==> src/rtl/txirq_pkg.sv <==
// package for the transmit stream interrupt status and mask block
package txirq_pkg;
   localparam int TXIRQ_DW = 32;
   localparam int TXIRQ_AW = 32;
   localparam logic [31:0] TXIRQ_STATUS_ADDR = 32'hCF000144;
   localparam logic [31:0] TXIRQ_MASK_ADDR = 32'hCF000148;
   localparam logic [31:0] TXIRQ_RESET_VALUE = 32'h00000000;
   localparam logic [31:0] TXIRQ_UNMAPPED_DATA = 32'h00000000;
   // bit positions of the event flags, engine one
   localparam int TXIRQ_E1_ABORT = 1;
   localparam int TXIRQ_E1_STALE = 2;
   localparam int TXIRQ_E1_BOUNDARY = 3;
   localparam int TXIRQ_E1_UNDERFLOW = 4;
   localparam int TXIRQ_E1_OVERFLOW = 5;
   localparam int TXIRQ_E1_STARTED = 6;
   localparam int TXIRQ_E1_ENDED = 7;
   // engine two sits one byte higher
   localparam int TXIRQ_ENGINE_STRIDE = 8;
   localparam int TXIRQ_ENGINES = 2;
   localparam int TXIRQ_EVENTS = 7;
   // bits that may ever be set: 15:9 and 7:1
   localparam logic [31:0] TXIRQ_LIVE_BITS = 32'h0000FEFE;

   typedef struct packed {
      logic ended;
      logic started;
      logic overflow;
      logic underflow;
      logic boundary;
      logic stale;
      logic aborted;
   } txirq_events_t;

   typedef struct packed {
      logic cyc;
      logic stb;
      logic we;
      logic [3:0] sel;
      logic [TXIRQ_AW-1:0] adr;
      logic [TXIRQ_DW-1:0] dat;
   } txirq_wb_req_t;
endpackage

==> src/rtl/txirq_status_mask.sv <==
// interrupt status and mask registers for two transmit stream engines
`timescale 1ns/1ns
module txirq_status_mask
   import txirq_pkg::*;
(
   input wire logic clock,
   input wire logic reset,
   input wire txirq_wb_req_t wb_req,
   output logic [TXIRQ_DW-1:0] wb_dat_o,
   output logic wb_ack_o,
   input wire txirq_events_t tx1_events,
   input wire txirq_events_t tx2_events,
   output logic irq
);
   // byte lanes of the bus word
   localparam int LANE_W = TXIRQ_ENGINE_STRIDE;
   localparam int LANES = TXIRQ_DW / LANE_W;
   // first bit above the engine bytes
   localparam int USED_W = TXIRQ_ENGINES * TXIRQ_ENGINE_STRIDE;

   // register state
   logic [TXIRQ_DW-1:0] status;
   logic [TXIRQ_DW-1:0] mask;

   // next values
   logic [TXIRQ_DW-1:0] next_status;
   logic [TXIRQ_DW-1:0] next_mask;
   logic [TXIRQ_DW-1:0] next_dat;
   logic next_ack;
   logic next_irq;

   // bus decode
   logic access;
   logic hit_status;
   logic hit_mask;
   logic wr_status;
   logic wr_mask;
   logic rd_status;
   logic rd_mask;
   logic [TXIRQ_DW-1:0] lane_mask;
   logic [TXIRQ_DW-1:0] clear_bits;
   logic [TXIRQ_DW-1:0] write_bits;
   logic [TXIRQ_DW-1:0] keep_bits;

   // event mapping
   logic [TXIRQ_DW-1:0] event_bits;
   txirq_events_t engine_ev [TXIRQ_ENGINES];

   // flags that may raise the interrupt
   logic [TXIRQ_DW-1:0] pending;

   assign engine_ev[0] = tx1_events;
   assign engine_ev[1] = tx2_events;

   // map each engine's event pulses onto its byte of the status word
   genvar g;
   generate
      for (g = 0; g < TXIRQ_ENGINES; g = g + 1) begin : g_engine
         localparam int B = g * TXIRQ_ENGINE_STRIDE;
         assign event_bits[B + TXIRQ_E1_ENDED] = engine_ev[g].ended;
         assign event_bits[B + TXIRQ_E1_STARTED] = engine_ev[g].started;
         assign event_bits[B + TXIRQ_E1_OVERFLOW] = engine_ev[g].overflow;
         assign event_bits[B + TXIRQ_E1_UNDERFLOW] = engine_ev[g].underflow;
         assign event_bits[B + TXIRQ_E1_BOUNDARY] = engine_ev[g].boundary;
         assign event_bits[B + TXIRQ_E1_STALE] = engine_ev[g].stale;
         assign event_bits[B + TXIRQ_E1_ABORT] = engine_ev[g].aborted;
         assign event_bits[B] = 1'b0;
      end
   endgenerate

   // reserved upper half never sees an event
   genvar r;
   generate
      for (r = USED_W; r < TXIRQ_DW; r = r + 1) begin : g_reserved
         assign event_bits[r] = 1'b0;
      end
   endgenerate

   // one select bit widened over each byte lane
   genvar l;
   generate
      for (l = 0; l < LANES; l = l + 1) begin : g_lane
         assign lane_mask[l * LANE_W +: LANE_W] = {LANE_W{wb_req.sel[l]}};
      end
   endgenerate

   // request decode, full address compare
   always_comb begin
      access = wb_req.cyc && wb_req.stb && !wb_ack_o;
      hit_status = 1'b0;
      hit_mask = 1'b0;
      if (wb_req.adr == TXIRQ_STATUS_ADDR) begin
         hit_status = 1'b1;
      end else if (wb_req.adr == TXIRQ_MASK_ADDR) begin
         hit_mask = 1'b1;
      end
      wr_status = access && hit_status && wb_req.we;
      wr_mask = access && hit_mask && wb_req.we;
      rd_status = access && hit_status && !wb_req.we;
      rd_mask = access && hit_mask && !wb_req.we;
      write_bits = wb_req.dat & lane_mask;
      keep_bits = ~lane_mask;
      clear_bits = TXIRQ_RESET_VALUE;
      if (wr_status) begin
         clear_bits = write_bits;
      end
   end

   // sticky flags, one per live bit; the other bits stay zero
   genvar i;
   generate
      for (i = 0; i < TXIRQ_DW; i = i + 1) begin : g_flag
         always_comb begin
            if (!TXIRQ_LIVE_BITS[i]) begin
               next_status[i] = 1'b0;
            end else if (event_bits[i]) begin
               // set wins over a clear in the same cycle
               next_status[i] = 1'b1;
            end else if (clear_bits[i]) begin
               next_status[i] = 1'b0;
            end else begin
               next_status[i] = status[i];
            end
         end
      end
   endgenerate

   always_ff @(posedge clock) begin
      if (reset) begin
         status <= TXIRQ_RESET_VALUE;
      end else begin
         status <= next_status;
      end
   end

   // mask, written lane by lane
   always_comb begin
      next_mask = mask;
      if (wr_mask) begin
         next_mask = (mask & keep_bits) | write_bits;
      end
   end

   always_ff @(posedge clock) begin
      if (reset) begin
         mask <= TXIRQ_RESET_VALUE;
      end else begin
         mask <= next_mask;
      end
   end

   // bus answer: one ack per taken request, data only in the ack cycle
   always_comb begin
      next_ack = access;
      next_dat = TXIRQ_UNMAPPED_DATA;
      if (rd_status) begin
         next_dat = status;
      end else if (rd_mask) begin
         next_dat = mask;
      end
   end

   always_ff @(posedge clock) begin
      if (reset) begin
         wb_ack_o <= 1'b0;
         wb_dat_o <= TXIRQ_RESET_VALUE;
      end else begin
         wb_ack_o <= next_ack;
         wb_dat_o <= next_dat;
      end
   end

   // interrupt from the values the registers are about to take
   always_comb begin
      pending = next_status & next_mask;
      next_irq = |pending;
   end

   always_ff @(posedge clock) begin
      if (reset) begin
         irq <= 1'b0;
      end else begin
         irq <= next_irq;
      end
   end
endmodule

==> config.mk <==
export PLATFORM = sky130hd
export DESIGN_NAME = txirq_status_mask
export DESIGN_NICKNAME = d
export VERILOG_FILES = /design/src/rtl/txirq_pkg.sv /design/src/rtl/txirq_status_mask.sv
export SDC_FILE = /design/constraint.sdc
export NUM_CORES = 1
export LEC_CHECK = 0
export ABC_AREA = 1
export BUFFER_PORTS_ARGS = -buffer_cell sky130_fd_sc_hd__buf_2
export CORE_ASPECT_RATIO = 1.5
export CORE_MARGIN = 2
export CORE_UTILIZATION = 54
export DETAILED_ROUTE_END_ITERATION = 7
export HOLD_SLACK_MARGIN = 0.12
export PLACE_DENSITY = 0.85
export SETUP_SLACK_MARGIN = 0.02
export SLEW_MARGIN = 10
export SYNTH_ARGS = -nofsm -noshare
export SYNTH_HDL_FRONTEND = slang
export SYNTH_SLANG_ARGS = --single-unit
==> constraint.sdc <==
create_clock -name clock -period 4.1 [get_ports clock]
set_clock_uncertainty 0.05 [all_clocks]
set_input_delay 1.025 -clock clock [delete_from_list [all_inputs] [get_ports clock]]
set_output_delay 1.025 -clock clock [all_outputs]
set_load 0.005 [all_outputs]
## After elaboration in Yosys (flattened, before gate mapping)

Index checks and enable logic that the tools add are counted.
Widths: inputs -> output; s select.

- Register bits: 98
- Input bits: 87
- Output and inout port bits: 34
- Word-level logic and storage cells: 59

- Eq/ne operators: 2
- Multiplexer cells: 35
- Bitwise gates (word level): 5
- Reductions and logical operators: 11

Operators with widths:

| cell | count |
|---|---|
| $mux 32 | 3 |
| $and 32x32->32 | 2 |
| $eq 32x32->1 const B | 2 |
| $and 16x32->32 | 1 |
| $not 32->32 | 1 |
| $or 32x32->32 | 1 |
| $reduce_or 32->1 | 1 |
| $mux 1 | 31 |
| $mux 16 | 1 |
| $logic_and 1x1->1 | 8 |
| $logic_not 1->1 | 2 |

## Depth between registers and ports, before layout

Gate-level depths: netlist of the first run.

- Word-level depth: 9
- Mapped depth: 17
- Mapped depth without buffers: 16

## Least setup slack after synthesis of the first run

No wires, ideal clock.

- Path type: in2reg
- From: input wb_req[41] (netlist bit)
- To: register irq
- Setup time: 0.128 ns
- Arrival time: 2.235 ns
- Data required time: 3.922 ns
- Slack: 1.687 ns
- Stages on the path: 17
- Path buffers: 1
- Cells stage by stage: inv_1 > nand2_1 > nor2_1 > nand2_2 > inv_2 > nand2_1 > nor2_4 > nand3_4 > buf_6 > nand2_1 > nand2_1 > nand2_1 > nand2_1 > nor2_1 > nand2_1 > nor2_1 > nor2_1

- Word-level cells in the longest chain between the ends: 9
- Elaborated cells between the ends (all ways): 41
- Classes of those cells: eq/ne (2); mux (33); bitwise (1); reduce/logical (5)

RTL lines:

| element | line | text |
|---|---|---|
| start, declared | txirq_status_mask.sv:8 | `input wire txirq_wb_req_t wb_req,` |
| $eq 32x32->1 | txirq_status_mask.sv:92 | `if (wb_req.adr == TXIRQ_STATUS_ADDR) begin` |
| $mux 1 | txirq_status_mask.sv:92 |  |
| $logic_and 1x1->1 (2 in a row) | txirq_status_mask.sv:97 | `wr_status = access && hit_status && wb_req.we;` |
| $mux 16 | txirq_status_mask.sv:104 | `if (wr_status) begin` |
| $mux 1 | txirq_status_mask.sv:119 | `end else if (clear_bits[i]) begin` |
| $mux 1 | txirq_status_mask.sv:116 | `end else if (event_bits[i]) begin` |
| $and 16x32->32 * | txirq_status_mask.sv:175 | `pending = next_status & next_mask;` |
| $reduce_or 32->1 * | txirq_status_mask.sv:176 | `next_irq = \|pending;` |
| end signal, assigned | txirq_status_mask.sv:183 | `irq <= next_irq;` |
| end, declared | txirq_status_mask.sv:13 | `output logic irq` |

Mark *: on every way between the ends. The rest lies on a longest branch, timed or not.
A chain may end at the register's enable or synchronous reset.

## Worst setup path after layout of the first run

- From: input wb_req[41] (netlist bit)
- To: register wb_dat_o[17]

- Word-level cells in the longest chain between the ends: 7
- Elaborated cells between the ends (all ways): 11
- Classes of those cells: eq/ne (2); mux (5); reduce/logical (4)

RTL lines:

| element | line | text |
|---|---|---|
| $eq 32x32->1 | txirq_status_mask.sv:94 | `end else if (wb_req.adr == TXIRQ_MASK_ADDR) begin` |
| $mux 1 | txirq_status_mask.sv:94 |  |
| $mux 1 | txirq_status_mask.sv:92 |  |
| $logic_and 1x1->1 (2 in a row) | txirq_status_mask.sv:100 | `rd_mask = access && hit_mask && !wb_req.we;` |
| $mux 32 | txirq_status_mask.sv:158 | `end else if (rd_mask) begin` |
| $mux 32 * | txirq_status_mask.sv:156 | `if (rd_status) begin` |
| end signal, assigned | txirq_status_mask.sv:169 | `wb_dat_o <= next_dat;` |
| end, declared | txirq_status_mask.sv:9 | `output logic [TXIRQ_DW-1:0] wb_dat_o,` |

Marks and branches as above.

==> results of run 1 <==
==> worst max-delay path, delay by kind of cell <==
kind | cells | cell delay [ps]
buffers and inverters | 3 | 480
AND/OR/NAND/NOR | 7 | 1510
==> area by class of cell <==
| cell class | instances | area (sq um) | area share [%] |
|---|---|---|---|
| inverter | 83 | 312 | 7.16 |
| multi-input combinational | 299 | 1510 | 34.6 |
| clock buffer | 11 | 141 | 3.25 |
| sequential | 80 | 1600 | 36.8 |
| clock inverter | 5 | 80.1 | 1.84 |
| timing repair buffer | 122 | 616 | 14.2 |
| tap | 76 | 95.1 | 2.19 |
==> layer usage <==
layer / up-vias / part of all wire [%] / GRT usage (%)
met3: 22 / 5.3 / 5.18
met1: 1475 / 40 / 27.3
met4: 0 / 3.0 / 13.0
met5: - / 0 / 0
li1: 1736 / - / -
met2: 113 / 52 / 42.9
==> power by group <==
group | total [mW] | switching [mW] | internal (mW)
clock network | 0.631 | 0.272 | 0.359
logic | 0.110 | 0.0641 | 0.0463
registers | 0.792 | 0.00581 | 0.786
==> path summary, 6_finish.rpt <==
kind	startpoint	endpoint	slack (ps)	cells past startpoint
setup / recovery	wb_req[41]	wb_dat_o[17]$_SDFF_PP0_	1270	10
hold / removal	flop	wb_dat_o[8]$_SDFF_PP0_	400	2
setup reg to reg	wb_ack_o$_SDFF_PP0_	wb_dat_o[17]$_SDFF_PP0_	1740	6
hold reg to reg	flop	wb_dat_o[8]$_SDFF_PP0_	400	2
==> Yosys cell counts (all sizes together) <==
master and count:
nand2 113, nor4 1, nand4 24, nand3 17, inv 83, buf 10
clkbuf 12, nor2 69, dfxtp 80, a211oi 18, o21ai 30, a21oi 27
==> per-stage QoR <==
stage / utilization (%) / hold WS (ps) / setup WS, ps / std cells / instance area, sq um
6_report: 68.0 / 395 / 1270 / 676 / 4350
5_1_grt: 68.0 / 423 / 1010 / 676 / 4350
4_1_cts: 68.0 / 394 / 1290 / 676 / 4350
3_5_place_dp: 64.6 / 379 / 955 / 660 / 4130
3_3_place_gp: 64.6 / 377 / 977 / 660 / 4130
2_1_floorplan: - / 366 / 1690 / 484 / 3530
==> cell families (layout without fill, tap and decap cells) <==
kind of cell | Yosys count | in the layout | synth area share (%)
AND/OR/NAND/NOR | 224 | 224 | 28.4
buffers and inverters | 105 | 221 | 12.1
AO/OA/AOI/OAI | 75 | 75 | 14.2
flip-flops | 80 | 80 | 45.3
==> reports/qor.txt, run 1 <==
Total power = 1.53 mW
Worst VDD drop = 0.000244 V
Clock slew at reported path FFs = 80 ps
Final worst path period need = 2830 ps
Chip width = 70.1 um
WL final = 8.37 mm
Ant diodes = 0
Post-synth top area share = 45.3%
Status = complete, no violations
Fillers = 542
Die area = 7220 sq um
Critical Path RT = 4290 ps
Avg Synthesized Cell Area = 7.30 sq um
CP Cell Sequence = buf_2, inv_1, nand2_1, nor2_1, nand2_2, nor2_2, nor2_1, nand4_1, buf_4, nor2_1
Rows = 36
Crit. End Element = flop
Cell mode on critical path = nor2_1
Vias per inst = 4.95
Post-synth top area cell = dfxtp_1
Tcrit/Tclk final = 69.0%
Syn. warnings = 0
Top cells by area, synth = dfxtp_1 (45%), nand2_1 (12%), inv_1 (8.5%)
Final Max Slew Viols = 0
Hold buffers post-CTS = 0
Global-route wire length before repair = 14.1 mm
CTS tree = built
Post-CTS setup buffers = 0
Register bit count reported by yosys = 80
Count of cell types in the netlist = 23
CP Launch Type = primary input
Post-DP HPWL = 6.03 mm
TritonCTS Buffers = 9
Hold Path Class = reg -> reg
Antenna-violating nets left = 0
Clock latency on the worst-skew pair = 340 ps
Max cap viols = 0
Hold Vio Cnt, Final = 0
Share of layout cells above drive strength 1 = 28.7%
Final TNS setup = 0 ps
All-Layer GR Usage = 24.2%
Syn Nets = 571
CP Max Fanout = 17
Root buf cell = clkbuf_8
Post-cts resize count = 0
CORE AREA = 6400 sq um
Drt pass-1 iters = 4
Antenna violations before repair = 0
RSZ-0062 raised after global routing = no
Slew HR = 52.5%
Post-synth design cell area = 3530 sq um
Clock sinks = 80
DRT iter0 DRCs = 139
Max H-tree Level = 3
Largest net degree at the start of global routing = 49
DR WL/cell = 12.4 um
Most frequent cells in the layout = buf_2 (120), nand2_1 (109), inv_1 (80), dfxtp_1 (80), nor2_1 (60)
Critical path data arrival time = 3010 ps
Seq/Total Area, Yosys = 45.3%
Pwr per Cell Area = 352 nW/um^2
Nets = 682
Die Y = 103 um
Critical-path top delay cell = nor2_2
Endpoints failing setup = 0
Initial Utilization = 55.3%
DRC violations left = 0
Syn Inst Count = 484
Synth-to-layout area growth = 23.1%
IO Count = 121
GRT Residual Overflow = 0
Vias in the first global route = 3332
Final Wtd Congestion = 0.837
Lkg Pwr = 2.12 nW
Commonest non-fill, non-tap cell in the layout = buf_2
CP Class = in -> reg
Worst Tran Pin Value = 711 ps
Max Clk Rate = 0.354 GHz
Vias = 3346
I/O Buffers = 120
Max clock buf depth = 2
Max incr delay on CP = 540 ps
Note: power is estimated with default switching activity, not from simulation.
==> run 2, diff against run 1 <==
--- a/config.mk
+++ b/config.mk
@@ -5,14 +5,14 @@
 export SDC_FILE = /design/constraint.sdc
 export NUM_CORES = 1
 export LEC_CHECK = 0
-export ABC_AREA = 1
+export ABC_AREA = 0
 export BUFFER_PORTS_ARGS = -buffer_cell sky130_fd_sc_hd__buf_2
 export CORE_ASPECT_RATIO = 1.5
 export CORE_MARGIN = 2
-export CORE_UTILIZATION = 54
+export CORE_UTILIZATION = 47
 export DETAILED_ROUTE_END_ITERATION = 7
 export HOLD_SLACK_MARGIN = 0.12
-export PLACE_DENSITY = 0.85
+export PLACE_DENSITY = 0.79
 export SETUP_SLACK_MARGIN = 0.02
 export SLEW_MARGIN = 10
 export SYNTH_ARGS = -nofsm -noshare
==> constraint.sdc (replaced) <==
create_clock -name clock -period 2.9 [get_ports clock]
set_clock_uncertainty 0.05 [all_clocks]
set_input_delay 0.725 -clock clock [delete_from_list [all_inputs] [get_ports clock]]
set_output_delay 0.725 -clock clock [all_outputs]
set_load 0.005 [all_outputs]
==> run 2 against run 1 <==
Against the previous run:
- synthesized cell count shrank 43%
- critical endpoint is now irq$_SDFF_PP0_
- first-iteration DRC count shrank 29%
- clock-buffer cell count rose by 2
- largest power group unchanged
- hold slack improved by 10 ps
==> reports/qor.txt, run 2 <==
Status = complete, no violations (unchanged)
EDFF count, synth = 0 (unchanged)
Sequential Area = 1600 sq um (unchanged)
CORE AREA = 6040 sq um (was 6400 sq um)
DP Worst Slack = -77.9 ps (was 955 ps)
WL final = 6.78 mm (was 8.37 mm)
Fillers = 495 (was 542)
Antenna-violating nets left = 0 (unchanged)
Vias per inst = 5.09 (was 4.95)
Hold Vio Cnt, Final = 0 (unchanged)
Ant diodes = 0 (unchanged)
Hold Path Class = reg -> reg (unchanged)
Top cells by area, synth = dfxtp_1 (55%), mux2i_1 (11%), nor2_1 (6.2%) (was dfxtp_1 (45%), nand2_1 (12%), inv_1 (8.5%))
Worst VDD drop = 0.000300 V (was 0.000244 V)
Most frequent cells in the layout = buf_2 (120), dfxtp_1 (80), nor2_1 (48), mux2i_1 (32), and2_1 (19) (was buf_2 (120), nand2_1 (109), inv_1 (80), dfxtp_1 (80), nor2_1 (60))
Rows = 35 (was 36)
Pwr per Cell Area = 546 nW/um^2 (was 352 nW/um^2)
Share of layout cells above drive strength 1 = 36.7% (was 28.7%)
Clock latency on the worst-skew pair = 350 ps (was 340 ps)
Die area = 6830 sq um (was 7220 sq um)
Drt pass-1 iters = 4 (unchanged)
Post-synth top area share = 55.2% (was 45.3%)
CP Class = in -> reg (unchanged)
Tcrit/Tclk final = 88.9%
Largest net degree at the start of global routing = 49 (unchanged)
Internal = 1.68 mW (was 1.19 mW)
Top_reg_cell synth = dfxtp_1 (unchanged)
Share of flip-flops with an asynchronous set or reset = 0% (unchanged)
Root buf cell = clkbuf_8 (unchanged)
Post-CTS setup buffers = 0 (unchanged)
DR WL/cell = 14.0 um (was 12.4 um)
Final setup margin = 322 ps (was 1270 ps)
Lkg Pwr = 1.87 nW (was 2.12 nW)
Clock sinks = 80 (unchanged)
Slew HR = 66.0% (was 52.5%)
DRT iter0 DRCs = 99 (was 139)
Comb pwr share = 5.6% (was 7.2%)
DRC violations left = 0 (unchanged)
Endpoints failing setup = 0 (unchanged)
Critical path data arrival time = 2740 ps (was 3010 ps)
TritonCTS Buffers = 9 (unchanged)
CP Max Fanout = 8 (was 17)
Vias = 2476 (was 3346)
Syn Nets = 362 (was 571)
Count of cell types in the netlist = 30 (was 23)
RSZ-0062 raised after global routing = no (unchanged)
Clock slew at reported path FFs = 70 ps (was 80 ps)
Global-route wire length before repair = 10.7 mm (was 14.1 mm)
CTS tree = built (unchanged)
Max Clk Rate = 0.388 GHz
Flop pwr share = 52.8% (was 51.7%)
Register bit count reported by yosys = 80 (unchanged)
Post-synth top area cell = dfxtp_1 (unchanged)
Syn. warnings = 0 (unchanged)
Syn Inst Count = 275 (was 484)
Sw frac = 20.6% (was 22.3%)
I/O Buffers = 120 (unchanged)
Synth cell count leaders = dfxtp_1 (80), nor2_1 (48), mux2i_1 (32) (was nand2_1 (109), dfxtp_1 (80), inv_1 (80))
Vias in the first global route = 2502 (was 3332)
Top-count cell post-synth = dfxtp_1 (was nand2_1)
Fin cells = 486 (was 676)
Area taken by multi-input logic gates = 1250 sq um (was 1510 sq um)
Initial Utilization = 48.0% (was 55.3%)
Synth-to-layout area growth = 33.9% (was 23.1%)
Nets = 494 (was 682)
CP Launch Type = primary input (unchanged)
Post-DP HPWL = 5.10 mm (was 6.03 mm)
Die Y = 100 um (was 103 um)
Avg Synthesized Cell Area = 10.5 sq um (was 7.30 sq um)
GRT Residual Overflow = 0 (unchanged)
Post-cts resize count = 0 (unchanged)
Hold buffers post-CTS = 0 (unchanged)
Worst Tran Pin Value = 510 ps (was 711 ps)
Switch Pwr = 436 uW (was 342 uW)
Chip width = 68.1 um (was 70.1 um)
Power share of the clock group = 41.6% (was 41.1%)
Antenna violations before repair = 0 (unchanged)
Max clock buf depth = 2 (unchanged)
All-Layer GR Usage = 21.0% (was 24.2%)
Seq/Total Area, Yosys = 55.2% (was 45.3%)
Final Wtd Congestion = 0.783 (was 0.837)
Critical Path RT = 3060 ps (was 4290 ps)
Max cap viols = 0 (unchanged)
Crit. End Element = flop (unchanged)
Post-synth design cell area = 2900 sq um (was 3530 sq um)
Max H-tree Level = 3 (unchanged)
Final worst path period need = 2580 ps
Commonest non-fill, non-tap cell in the layout = buf_2 (unchanged)
IO Count = 121 (unchanged)
Final Max Slew Viols = 0 (unchanged)
# placed instances = 470 (was 660)
==> run 2: cell count changes in the layout (fill, tap and decap cells not counted), moves of 14 or more <==
cell / previous run / this run
nand2_1: 109 / 5
inv_1: 80 / 4
mux2i_1: 0 / 32
o21ai_0: 27 / 2
nand4_1: 24 / 0
a21oi_1: 27 / 5
and2_1: 0 / 19
o22ai_1: 0 / 18
a211oi_2: 16 / 0
a22o_1: 0 / 14
==> run 2: power by group through the flow <==
stage               registers (mW)  logic, mW  clock network [mW]
floorplan                     1.14     0.0431                   0
global placement              1.14      0.116                   0
detailed placement            1.14      0.119                   0
CTS                           1.12      0.120               0.891
global route                  1.12      0.132               0.936
finish                        1.12      0.119               0.882
==> run 2: logic make-up after synthesis <==
group / share of synthesized area [%]
compound gates: 9.32
buf+inv: 1.77
flops: 55.2
mux: 11.0
simple gates: 22.6
==> run 2: worst max-delay path, stage by stage <==
cell     delay, ps
buf_2          100
nor4b_1        360
nand2_1        250
nor4_4         360
buf_12         180
mux2i_1        250
o22ai_1        120
nor4_1         310
a21oi_1        100
==> run 2: per-stage QoR <==
stage,hold WS [ps],util (%),power [mW],instance area [sq um],TNS [ps]
final,405,64.3,2.12,3880,0
after global routing,425,64.3,2.19,3880,0
after CTS,408,64.3,2.13,3880,0
after detailed placement,391,60.7,1.26,3670,-77.9
after global placement,382,60.7,1.26,3670,0
after floorplan,379,-,1.19,2900,0
==> run 2: cell type report <==
| type | count | share of cell area, % |
|---|---|---|
| clock inverters | 3 | 1.68 |
| inverters | 4 | 0.387 |
| multi-input cells | 182 | 32.1 |
| flip-flops and latches | 80 | 41.2 |
| repair buffers | 130 | 18.4 |
| well taps | 74 | 2.38 |
| clock buffers | 13 | 3.83 |
==> run 2: metal layers <==
metal,vias up,wire (um),track usage (%),part of all wire (%)
li1,1235,-,-,-
met3,16,332,5.16,4.9
met5,-,0,0,0
met1,1147,2600,22.0,38
met2,78,3640,37.6,54
met4,0,206,10.3,3.0
==> run 2: path summary, 6_finish.rpt <==
kind	startpoint	endpoint	slack (ps)	cells after the start
setup / recovery	wb_req[48]	irq$_SDFF_PP0_	320	9
hold / removal	flop	wb_dat_o[17]$_SDFF_PP0_	410	1
setup reg to reg	wb_ack_o$_SDFF_PP0_	irq$_SDFF_PP0_	580	8
hold reg to reg	flop	wb_dat_o[17]$_SDFF_PP0_	410	1
==> run 3, diff against run 2 <==
--- a/config.mk
+++ b/config.mk
@@ -9,10 +9,10 @@
 export BUFFER_PORTS_ARGS = -buffer_cell sky130_fd_sc_hd__buf_2
 export CORE_ASPECT_RATIO = 1.5
 export CORE_MARGIN = 2
-export CORE_UTILIZATION = 47
+export CORE_UTILIZATION = 43
 export DETAILED_ROUTE_END_ITERATION = 7
 export HOLD_SLACK_MARGIN = 0.12
-export PLACE_DENSITY = 0.79
+export PLACE_DENSITY = 0.76
 export SETUP_SLACK_MARGIN = 0.02
 export SLEW_MARGIN = 10
 export SYNTH_ARGS = -nofsm -noshare
==> constraint.sdc (replaced) <==
create_clock -name clock -period 2.2 [get_ports clock]
set_clock_uncertainty 0.05 [all_clocks]
set_input_delay 0.55 -clock clock [delete_from_list [all_inputs] [get_ports clock]]
set_output_delay 0.55 -clock clock [all_outputs]
set_load 0.02 [all_outputs]
==> run 3 against run 2 <==
Against the previous run:
- the run now ends with negative setup slack left
- cell area up 9.9%
- non-clock buffer count is 25 higher
- first-iteration DRC count decreased by 9.1%
- critical path depth unchanged
- sequential cell count stayed put
- critical endpoint unchanged
- die area increased by 8.8%
- combinational power grew 63%
- worst setup slack lost 420 ps
- total power is 31% higher
==> reports/qor.txt, run 3 (synthesized netlist as in run 2, its figures left out) <==
CP Class = in -> reg (unchanged)
Vias per inst = 5.09 (about the same)
Ant diodes = 0 (unchanged)
DRT iter0 DRCs = 90 (was 99)
Final Wtd Congestion = 0.812 (was 0.783)
R2R Setup Slk = 20 ps (was 580 ps)
Die area = 7430 sq um (was 6830 sq um)
Critical path data arrival time = 2460 ps (was 2740 ps)
Vias in the first global route = 2620 (was 2502)
CP Launch Type = primary input (unchanged)
Die Y = 105 um (was 100 um)
Antenna violations before repair = 0 (unchanged)
Cell family with most CP delay = simple AND/OR/NAND/NOR gates (unchanged)
CTS tree = built (unchanged)
Drt pass-1 iters = 4 (unchanged)
Final setup margin = -96.5 ps (was 322 ps)
Final TNS setup = -537 ps (was 0 ps)
CP Cell Sequence = buf_2, nor4_4, nand4_4, nor4_4, buf_4, mux2i_1, o22ai_1, nor4_1, a21oi_1 (was buf_2, nor4b_1, nand2_1, nor4_4, buf_12, mux2i_1, o22ai_1, nor4_1, a21oi_1)
DRC violations left = 0 (unchanged)
Hold Path Class = in -> reg (was reg -> reg)
DP Worst Slack = -597 ps (was -77.9 ps)
Final worst path period need = 2300 ps
Antenna-violating nets left = 0 (unchanged)
Initial Utilization = 44.4% (was 48.0%)
I/O Buffers = 120 (unchanged)
DR WL/cell = 14.9 um (was 14.0 um)
Vias = 2609 (was 2476)
Max clock buf depth = 2 (unchanged)
Buffers & Inverters on Critical Path = 2 (unchanged)
Total power = 2.77 mW (was 2.12 mW)
Pwr per Cell Area = 649 nW/um^2 (was 546 nW/um^2)
Status = finished, violations left (was complete, no violations)
Post-DP HPWL = 5.45 mm (was 5.10 mm)
Endpoints failing setup = 21 (was 0)
Core Util, Final = 65.3% (was 64.3%)
Critical Path RT = 2370 ps (was 3060 ps)
Hold Path Depth = 3 (was 1)
Max incr delay on CP = 350 ps (was 360 ps)
All-Layer GR Usage = 20.2% (was 21.0%)
Worst VDD drop = 0.000295 V (was 0.000300 V)
Clock sinks = 80 (unchanged)
IO Count = 121 (unchanged)
Root buf cell = clkbuf_8 (unchanged)
Final Max Slew Viols = 0 (unchanged)
Slew HR = 72.8% (was 66.0%)
CORE AREA = 6530 sq um (was 6040 sq um)
TritonCTS Buffers = 9 (unchanged)
Max Clk Rate = 0.435 GHz
Critical path depth in cells = 9 (unchanged)
Hold Vio Cnt, Final = 0 (unchanged)
R2R depth = 8 (unchanged)
Chip width = 71.1 um (was 68.1 um)
Clock latency on the worst-skew pair = 350 ps (about the same)
Cell mode on critical path = nor4_4
Lkg Pwr = 2.04 nW (was 1.87 nW)
GRT Residual Overflow = 0 (unchanged)
Most frequent cells in the layout = buf_2 (116), dfxtp_1 (80), nor2_1 (48), mux2i_1 (30), buf_4 (25) (was buf_2 (120), dfxtp_1 (80), nor2_1 (48), mux2i_1 (32), and2_1 (19))
WL final = 7.63 mm (was 6.78 mm)
Tcrit/Tclk final = 104%
Largest net degree at the start of global routing = 40 (was 49)
Global-route wire length before repair = 11.8 mm (was 10.7 mm)
Share of layout cells above drive strength 1 = 44.9% (was 36.7%)
Max cap viols = 0 (unchanged)
Failing checks = negative setup slack
Crit. End Element = flop (unchanged)
CP Max Fanout = 5 (was 8)
Nets = 519 (was 494)
RSZ-0062 raised after global routing = yes (was no)
Placed cell areas = 3860 sq um (was 3670 sq um)
Design Area, Final = 4270 sq um (was 3880 sq um)
Critical-path top delay cell = nor4_4 (was nor4b_1)
Worst Tran Pin Value = 408 ps (was 510 ps)
Max H-tree Level = 3 (unchanged)
Commonest non-fill, non-tap cell in the layout = buf_2 (unchanged)
Clock slew at reported path FFs = 80 ps (was 70 ps)
Rows = 36 (was 35)
Synth-to-layout area growth = 47.1% (was 33.9%)
-- run 3: changes by cell type in the layout (fill, tap and decap cells not counted), sizes merged --
| cell | before | now |
|---|---|---|
| buf | 130 | 153 |
| bufinv | 2 | 1 |
| clkbuf | 13 | 14 |
| clkinv | 1 | 0 |
| clkinvlp | 0 | 3 |
-- run 3: repair_timing --
action,4_1_cts,5_1_grt
gates cloned,0,3
setup buffers,0,1
pin swaps,11,22
hold buffers,0,0
endpoints found under the setup margin,33,44
resized for setup,12,16
-- run 3: per-layer routing --
| metal | global-route usage (%) | share of wire, % | vias up |
|---|---|---|---|
| met1 | 22.1 | 39 | 1226 |
| met5 | 0 | 0 | - |
| met4 | 9.03 | 2.5 | 0 |
| met2 | 36.0 | 54 | 79 |
| met3 | 5.01 | 4.1 | 18 |
| li1 | - | - | 1286 |
-- run 3: stage by stage --
step | hold slack (ps) | cells
floorplan | 379 | 275
global route | 380 | 513
finish | 385 | 513
CTS | 377 | 509
detailed placement | 394 | 493
global placement | 382 | 493
-- run 3: final timing paths --
kind                       start                 endpoint
max reg2reg  wb_ack_o$_SDFF_PP0_           irq$_SDFF_PP0_
min reg2reg                 flop  wb_dat_o[25]$_SDFF_PP0_
min                   wb_req[31]                     flop
max                   wb_req[45]           irq$_SDFF_PP0_
-- run 3: worst reg2reg max path, delay by kind of cell, from the launching register on --
family          cells  cell delay, ps
buf+inv             1             190
mux                 1             240
simple gates        4            1040
flops               1             310
compound gates      2             230
-- run 3: power by group --
part           switching, mW  leakage, nW  internal (mW)
registers             0.0101        0.649           1.47
clock network          0.514       0.0948          0.587
logic                 0.0899         1.29          0.105
total                  0.614         2.04           2.16
-- run 3: cell type report --
cell class	count	area [sq um]
fill	541	2260
sequential	80	1600
multi-input combinational	182	1380
timing repair buffer	155	971
clock buffer	12	155
tap	76	95.1
clock inverter	4	52.6
inverter	4	15.0
